==> config.mk <==
export PLATFORM = sky130hd
export DESIGN_NAME = bsos_top
export DESIGN_NICKNAME = d
export VERILOG_FILES = /design/src/verilog/bsos_pkg.sv /design/src/verilog/bsos_top.sv /design/src/verilog/bsos_order_rom.sv
export SDC_FILE = /design/constraint.sdc
export NUM_CORES = 1
export LEC_CHECK = 0
export ABC_AREA = 1
export BUFFER_PORTS_ARGS = -buffer_cell sky130_fd_sc_hd__buf_2
export CAP_MARGIN = 20
export CORE_UTILIZATION = 37
export CTS_BUF_LIST = sky130_fd_sc_hd__clkbuf_8
export CTS_CLUSTER_DIAMETER = 150
export DETAILED_ROUTE_END_ITERATION = 7
export PLACE_DENSITY = 0.68
export SYNTH_ARGS = -nofsm -noshare
export SYNTH_HDL_FRONTEND = slang
export SYNTH_SLANG_ARGS = --single-unit
==> constraint.sdc <==
create_clock -name clk_i -period 3.5 [get_ports clk_i]
set_input_delay 0.175 -clock clk_i [delete_from_list [all_inputs] [get_ports clk_i]]
set_output_delay 0.175 -clock clk_i [all_outputs]
set_load 0.02 [all_outputs]
==> src/verilog/bsos_pkg.sv <==
// package for the boot strap order select block
// assumes one 50 MHz clock and a synchronous active-high reset
package bsos_pkg;

    // ==========================================================
    // strap field positions
    localparam int STRAP_W          = 16;
    localparam int XTAL_HI          = 15;
    localparam int XTAL_LO          = 14;
    localparam int RSVD_HI          = 13;
    localparam int RSVD_LO          = 12;
    localparam int AUXCLK_BIT       = 5;
    localparam int ORDER_HI         = 4;
    localparam int ORDER_LO         = 0;

    // ==========================================================
    // order codes and reset values
    localparam logic [4:0]  ORDER_DEFAULT   = 5'h1C;
    localparam logic [4:0]  ORDER_ALTERNATE = 5'h18;
    localparam logic [1:0]  RSVD_REQUIRED   = 2'h0;
    localparam logic [15:0] STRAP_RST       = 16'h0000;

    // ==========================================================
    // wishbone register offsets (byte addresses)
    localparam logic [3:0] REG_STRAP   = 4'h0;
    localparam logic [3:0] REG_STATUS  = 4'h4;
    localparam logic [3:0] REG_CONTROL = 4'h8;
    localparam logic [3:0] REG_SOURCE  = 4'hC;

    // status fields
    localparam int ST_XTAL_LO   = 0;
    localparam int ST_AUX       = 2;
    localparam int ST_RSVD_BAD  = 3;
    localparam int ST_ORDER_BAD = 4;
    localparam int ST_EXHAUST   = 5;
    localparam int ST_SLOT_LO   = 8;
    localparam int ST_SRC_LO    = 12;

    // control fields: write 1 to give up on current source, or restart
    localparam int CT_FAIL    = 0;
    localparam int CT_RESTART = 1;

    // ==========================================================
    // boot sources
    typedef enum logic [2:0]
    {
        BSOS_SRC_NONE  = 3'b000,
        BSOS_SRC_FLASH = 3'b001,
        BSOS_SRC_CARD  = 3'b010,
        BSOS_SRC_SER0  = 3'b011,
        BSOS_SRC_DEVB  = 3'b100,
        BSOS_SRC_SPI   = 3'b101
    } bsos_src_e;

    // crystal codes
    typedef enum logic [1:0]
    {
        BSOS_XTAL_19M2 = 2'b00,
        BSOS_XTAL_24M  = 2'b01,
        BSOS_XTAL_25M  = 2'b10,
        BSOS_XTAL_26M  = 2'b11
    } bsos_xtal_e;

endpackage

==> src/verilog/bsos_top.sv <==
// boot strap order select: latches straps at reset release, decodes
// crystal, aux clock enable and boot order, and walks the order
// assumes strap pins are synchronous to clk_i and held during reset
//
// How it works
// - sample straps leaving reset, select order
// - bits 15:14 give crystal frequency
// - bits 13:12 must be zero, 11:6 ignored
// - bit 5 enables the aux clock output
// - code 11100b: flash, card, serial, device bus
// - code 11000b: spi, card, device bus, serial
// - failed source falls through to next
//
// Design decisions made here: the Wishbone slave port and the register offsets.
`timescale 1ns/1ps
module bsos_top
    import bsos_pkg::*;
(
    input  wire logic        clk_i,
    input  wire logic        rst_i,
    input  wire logic [15:0] boot_strap_pins_i,
    input  wire logic        src_fail_i,
    input  wire logic        wb_cyc_i,
    input  wire logic        wb_stb_i,
    input  wire logic        wb_we_i,
    input  wire logic [3:0]  wb_adr_i,
    input  wire logic [3:0]  wb_sel_i,
    input  wire logic [31:0] wb_dat_i,
    output logic [31:0]      wb_dat_o,
    output logic             wb_ack_o,
    output logic [1:0]       xtal_sel_o,
    output logic             aux_clock_output_en_o,
    output logic [2:0]       boot_src_o,
    output logic             boot_exhausted_o,
    output logic             strap_valid_o
);

    // ==========================================================
    // strap capture
    logic [15:0] strap_q;
    logic        rst_seen_q;
    logic        captured_q;

    // capture on the first cycle after reset drops; straps then frozen
    always_ff @(posedge clk_i)
    begin
        if (rst_i)
        begin
            rst_seen_q <= 1'b1;
            captured_q <= 1'b0;
            strap_q    <= STRAP_RST;
        end
        else if (rst_seen_q)
        begin
            rst_seen_q <= 1'b0;
            captured_q <= 1'b1;
            strap_q    <= boot_strap_pins_i;
        end
    end

    // ==========================================================
    // decode
    logic [4:0] order_code;
    logic       rsvd_bad;

    assign order_code = strap_q[ORDER_HI:ORDER_LO];
    // reserved field only flagged; 11:6 never looked at
    assign rsvd_bad   = strap_q[RSVD_HI:RSVD_LO] != RSVD_REQUIRED;

    always_ff @(posedge clk_i)
    begin
        if (rst_i)
        begin
            xtal_sel_o            <= BSOS_XTAL_19M2;
            aux_clock_output_en_o <= 1'b0;
        end
        else
        begin
            xtal_sel_o            <= strap_q[XTAL_HI:XTAL_LO];
            aux_clock_output_en_o <= captured_q & strap_q[AUXCLK_BIT];
        end
    end

    // ==========================================================
    // order walk
    logic [1:0] slot_q;
    logic       exhaust_q;
    logic       fail_req;
    logic       restart_req;
    bsos_src_e  cur_src;
    logic       order_ok;

    bsos_order_rom bsos_order_rom_inst
    (
        .order_i (order_code),
        .slot_i  (slot_q),
        .src_o   (cur_src),
        .valid_o (order_ok)
    );

    // a failed source moves to the next slot; after the last, exhausted
    always_ff @(posedge clk_i)
    begin
        if (rst_i || restart_req)
        begin
            slot_q    <= 2'd0;
            exhaust_q <= 1'b0;
        end
        else if (fail_req && captured_q && !exhaust_q)
        begin
            if (slot_q == 2'd3)
                exhaust_q <= 1'b1;
            else
                slot_q <= slot_q + 2'd1;
        end
    end

    always_ff @(posedge clk_i)
    begin
        if (rst_i)
        begin
            boot_src_o       <= BSOS_SRC_NONE;
            boot_exhausted_o <= 1'b0;
            strap_valid_o    <= 1'b0;
        end
        else
        begin
            boot_src_o       <= (captured_q && !exhaust_q) ? cur_src : BSOS_SRC_NONE;
            boot_exhausted_o <= exhaust_q;
            strap_valid_o    <= captured_q & order_ok & ~rsvd_bad;
        end
    end

    // ==========================================================
    // wishbone slave, one wait state then ack
    logic req;
    logic wr;

    assign req         = wb_cyc_i & wb_stb_i & ~wb_ack_o;
    // write lands on the edge where the master sees ack, request still held
    assign wr          = wb_cyc_i & wb_stb_i & wb_ack_o & wb_we_i
                       & (wb_adr_i == REG_CONTROL) & wb_sel_i[0];
    assign fail_req    = src_fail_i | (wr & wb_dat_i[CT_FAIL]);
    assign restart_req = wr & wb_dat_i[CT_RESTART];

    always_ff @(posedge clk_i)
    begin
        if (rst_i)
        begin
            wb_ack_o <= 1'b0;
            wb_dat_o <= 32'h0000_0000;
        end
        else
        begin
            wb_ack_o <= req;
            wb_dat_o <= 32'h0000_0000;
            if (req && !wb_we_i)
            begin
                unique case (wb_adr_i)
                    REG_STRAP:  wb_dat_o <= {16'h0000, strap_q};
                    REG_STATUS:
                    begin
                        wb_dat_o[ST_XTAL_LO +: 2] <= strap_q[XTAL_HI:XTAL_LO];
                        wb_dat_o[ST_AUX]          <= strap_q[AUXCLK_BIT];
                        wb_dat_o[ST_RSVD_BAD]     <= rsvd_bad;
                        wb_dat_o[ST_ORDER_BAD]    <= ~order_ok;
                        wb_dat_o[ST_EXHAUST]      <= exhaust_q;
                        wb_dat_o[ST_SLOT_LO +: 2] <= slot_q;
                        wb_dat_o[ST_SRC_LO +: 3]  <= cur_src;
                    end
                    REG_SOURCE: wb_dat_o <= {29'h0, cur_src};
                    default:    wb_dat_o <= 32'h0000_0000;
                endcase
            end
        end
    end
endmodule

==> src/verilog/bsos_order_rom.sv <==
// ordered source table for the boot order selector
// assumes the order code is already latched and stable
`timescale 1ns/1ps
module bsos_order_rom
    import bsos_pkg::*;
(
    input  wire logic [4:0] order_i,
    input  wire logic [1:0] slot_i,
    output bsos_src_e       src_o,
    output logic            valid_o
);

    // ==========================================================
    // table lookup, unknown codes give no source
    always_comb
    begin
        src_o   = BSOS_SRC_NONE;
        valid_o = 1'b1;
        if (order_i == ORDER_DEFAULT)
        begin
            unique case (slot_i)
                2'd0: src_o = BSOS_SRC_FLASH;
                2'd1: src_o = BSOS_SRC_CARD;
                2'd2: src_o = BSOS_SRC_SER0;
                2'd3: src_o = BSOS_SRC_DEVB;
            endcase
        end
        else if (order_i == ORDER_ALTERNATE)
        begin
            unique case (slot_i)
                2'd0: src_o = BSOS_SRC_SPI;
                2'd1: src_o = BSOS_SRC_CARD;
                2'd2: src_o = BSOS_SRC_DEVB;
                2'd3: src_o = BSOS_SRC_SER0;
            endcase
        end
        else
        begin
            valid_o = 1'b0;
        end
    end

endmodule

==> summary by stage <==
Outcome
The flow ran to the end, and the final reports show no timing, DRC or antenna violations.

Timing
The final period utilization is 39.2%. The max-slew violation count is 0. Setup total negative slack on the finished layout was measured at 0 ns. The worst pin sits at a relative slew slack of 49.3%. The final worst clock skew is 0.0112 ns. The highest clock rate is 0.728 GHz. The time the final worst path needs with I/O delays and setup is 1.37 ns. Setup repair after global routing left no endpoint under its margin. The transition at the pin with the smallest max-transition slack is 0.759 ns. The final count of negative-setup-slack endpoints is 0. The smallest hold slack is 0.123 ns.

The total count of hold-check failures in the final report was 0. The setup slack after layout is 2.13 ns.

Die
The effective utilization at floorplan is 39.1%. In this run the horizontal extent of the chip is 73.3 um. The placeable core region is 4820 sq um. In this run the core area contains 25 standard-cell rows. The count of boundary I/O pins is 103.

The vertical die dimension is 73.3 um. The overall die area is 5380 sq um.

Placed design
The worst-case setup slack after placement is 2.16 ns. After legalization and detailed placement, the total HPWL measured 2780 um. The global placement routability congestion is 0.917.

The cell area reported after detailed placement is 2140 sq um. During placement, the flow inserted port buffers numbering 53.

Clock network
The later-pin clock latency in the skew report is 0.29 ns. The clock tree buffer depth is 2. After clock tree synthesis, the flow added hold-fix buffers numbering 0. The clock net in this run drives a total of 46 sinks. The TritonCTS clock tree is yes.

The clock-pin slew reported for the worst setup and hold paths after clock tree synthesis is 0.09 ns. The buffers inserted during post-CTS setup optimization is 0. The cell sitting at the root of the clock tree is a sky130_fd_sc_hd__clkbuf_8. The number of CTS-inserted buffers is 5. The H-tree was split into 2 levels. The count of cells resized by post-cts repair is 0.

Routing
The number of design rule violations left after detail routing is 0. The routed wire length is 3640 um. After detailed routing, the number of vias per cell comes to 4.29. For this block, the via count after detailed routing is 1535.

The first TritonRoute pass finished after 4 iterations. Once detail routing completed, the nets flagged for antenna violations numbered 0. After the first detailed-routing iteration, the DRC count stood at 88. The final routed wire length divided by cell count is 10.2 um.

Critical path
For flop-to-flop paths, the worst setup slack is 2.13 ns. The most numerous cell on the critical path is sky130_fd_sc_hd__inv_1. The cell at the slowest stage of the critical path is sky130_fd_sc_hd__dfxtp_1. The worst register-to-register path begins at slot_q[0]. Of all nets on the critical path, the largest fanout is 5. Data on the critical path arrives at its endpoint at 1.58 ns. The worst setup path is launched from a flip-flop. The data required time at the worst endpoint is 3.71 ns.

The element type at the critical path end is a flip-flop. The worst stage delay on the critical path is 0.42 ns. The terminus of the critical flop-to-flop path is wb_dat_o[13].

The worst reg-to-reg path cell count is 7. The critical path goes through inv_1, ha_1, inv_1, o21ai_0, o21ai_1, inv_1, o22ai_1. The start-to-end type of the worst setup path is flip-flop to flip-flop.

Global route
Entering global routing, the biggest net connects 32 pins. The number of antenna violations at the first check in global routing is 0. The first global-routing pass estimated 5930 um of wire.

The overall track demand over capacity in global routing is 14.7%. The number of global-route vias before repair came to 1370. The residual overflow from global routing is 0.

Finish
The antenna diode count is 0. The library cell used most frequently in the layout, excluding fill and tap cells, is sky130_fd_sc_hd__buf_2. The final layout contains 357 nets.

At the end of the flow the core is filled with cells to 47.4%. The area growth from synthesis to layout is 21.3%. The layout cell share with drive strength beyond 1 is 23.4%. The area of all placed cells without fillers is 2280 sq um.

The top cell types in the final layout, fill and taps aside, are sky130_fd_sc_hd__buf_2 (53), sky130_fd_sc_hd__dfxtp_1 (46), sky130_fd_sc_hd__inv_1 (42), sky130_fd_sc_hd__nor2_1 (27), sky130_fd_sc_hd__nand2_1 (26).

Synth
Of the synthesized area, sequential elements account for 48.9%. The count of distinct cell types in the synthesized netlist is 24. Synthesis inferred 46 register bits. The share of synthesized area in the top cell type comes to 48.9%.

The cell type contributing the most total cell area after synthesis is sky130_fd_sc_hd__dfxtp_1. During synthesis, Yosys emitted a total of 0 warnings. The synthesized netlist cell count is 236.

By area the synthesized netlist is led by sky130_fd_sc_hd__dfxtp_1 (49%), sky130_fd_sc_hd__inv_1 (8.4%), sky130_fd_sc_hd__buf_4 (6.4%). The synthesized netlist occupies a cell area of 1880 sq um. Dividing the synthesized area by the synthesized cell count gives 7.98 sq um.

Power and ir drop
VDD sags by at most 0.184 mV. The power per unit of standard cell area is 490 nW/um^2. The leakage power of the design is 0.00114 uW.

Worst hold path
The startpoint identified for the worst hold timing path is boot_strap_pins_i[3]. The worst min-delay path endpoint is strap_q[3]. The hold-critical path depth is 3.

The min-delay analysis places its worst path in the category input port to flip-flop.

Run
The number of maximum-capacitance constraint violations is 0.
## synth_stat cells, drive strengths merged
cell type	count
nand2	28
nor3	2
nor2	28
buf	17
a31oi	1
nand3	10
inv	43
a211oi	1
a21oi	18
nand4	3
dfxtp	46
conb	1
o21ai	19
clkbuf	4
ha	5
nor4	2
o22ai	8
## power by group
group	total [uW]	internal (uW)	switching, uW
Sequential	550	541	8.60
Combinational	100	31.6	68.8
Clock	470	304	165
Total	1120	877	243
## cell type report
cell class,instances,area (sq um)
clock inverter,2,60.1
fill,511,2530
inverter,43,161
multi-input combinational,141,711
sequential,46,921
clock buffer,6,82.6
tap,67,83.8
timing repair buffer,53,265
## kinds of logic after synthesis
logic type / Yosys count / share of synthesized area, %
AND/OR/NAND/NOR: 73 / 18.0
buffers and inverters: 64 / 16.3
AO/OA/AOI/OAI: 47 / 13.2
flip-flops: 46 / 48.9
adder cells (fa/ha/maj): 5 / 3.32
other: 1 / 0.199
## how the worst max path moves through the flow
stage          cells after the start            to  slack (ns)       start
6_report                           7  wb_dat_o[13]        2.13   slot_q[0]
5_1_grt                            7  wb_dat_o[13]        1.95   slot_q[0]
4_1_cts                            7  wb_dat_o[13]        2.14   slot_q[0]
3_5_place_dp                       3    strap_q[5]        2.16  rst_seen_q
3_3_place_gp                       3    strap_q[2]        2.17  rst_seen_q
2_1_floorplan                      8     slot_q[0]        2.32    wb_ack_o
## state kept, by name (all words and copies together) (netlist names)
signal	cells
boot_src_o	3
boot_exhausted_o	1
captured_q	1
strap_valid_o	1
rst_seen_q	1
wb_dat_o	16
xtal_sel_o	2
wb_ack_o	1
exhaust_q	1
strap_q	16
aux_clock_output_en_o	1
slot_q	2
## per-stage QoR
| stage | power, uW | std cells |
|---|---|---|
| finish | 1120 | 358 |
| global route | 1170 | 358 |
| CTS | 1130 | 358 |
| detailed placement | 662 | 350 |
| global placement | 660 | 350 |
| floorplan | 644 | 251 |
## critical path, delay by kind of cell, from the launching register on
| family | cells | cell delay, ns |
|---|---|---|
| flip-flops | 1 | 0.42 |
| AO/OA/AOI/OAI | 3 | 0.35 |
| buffers and inverters | 3 | 0.28 |
| adder cells (fa/ha/maj) | 1 | 0.23 |
## metal layers
metal	GRT usage, %	up-vias	wire length [um]
met1	17.2	657	1640
li1	-	820	-
met3	4.53	6	224
met4	5.56	0	56
met5	0	-	0
met2	25.2	52	1720
Power figures use the tool's default switching activity.
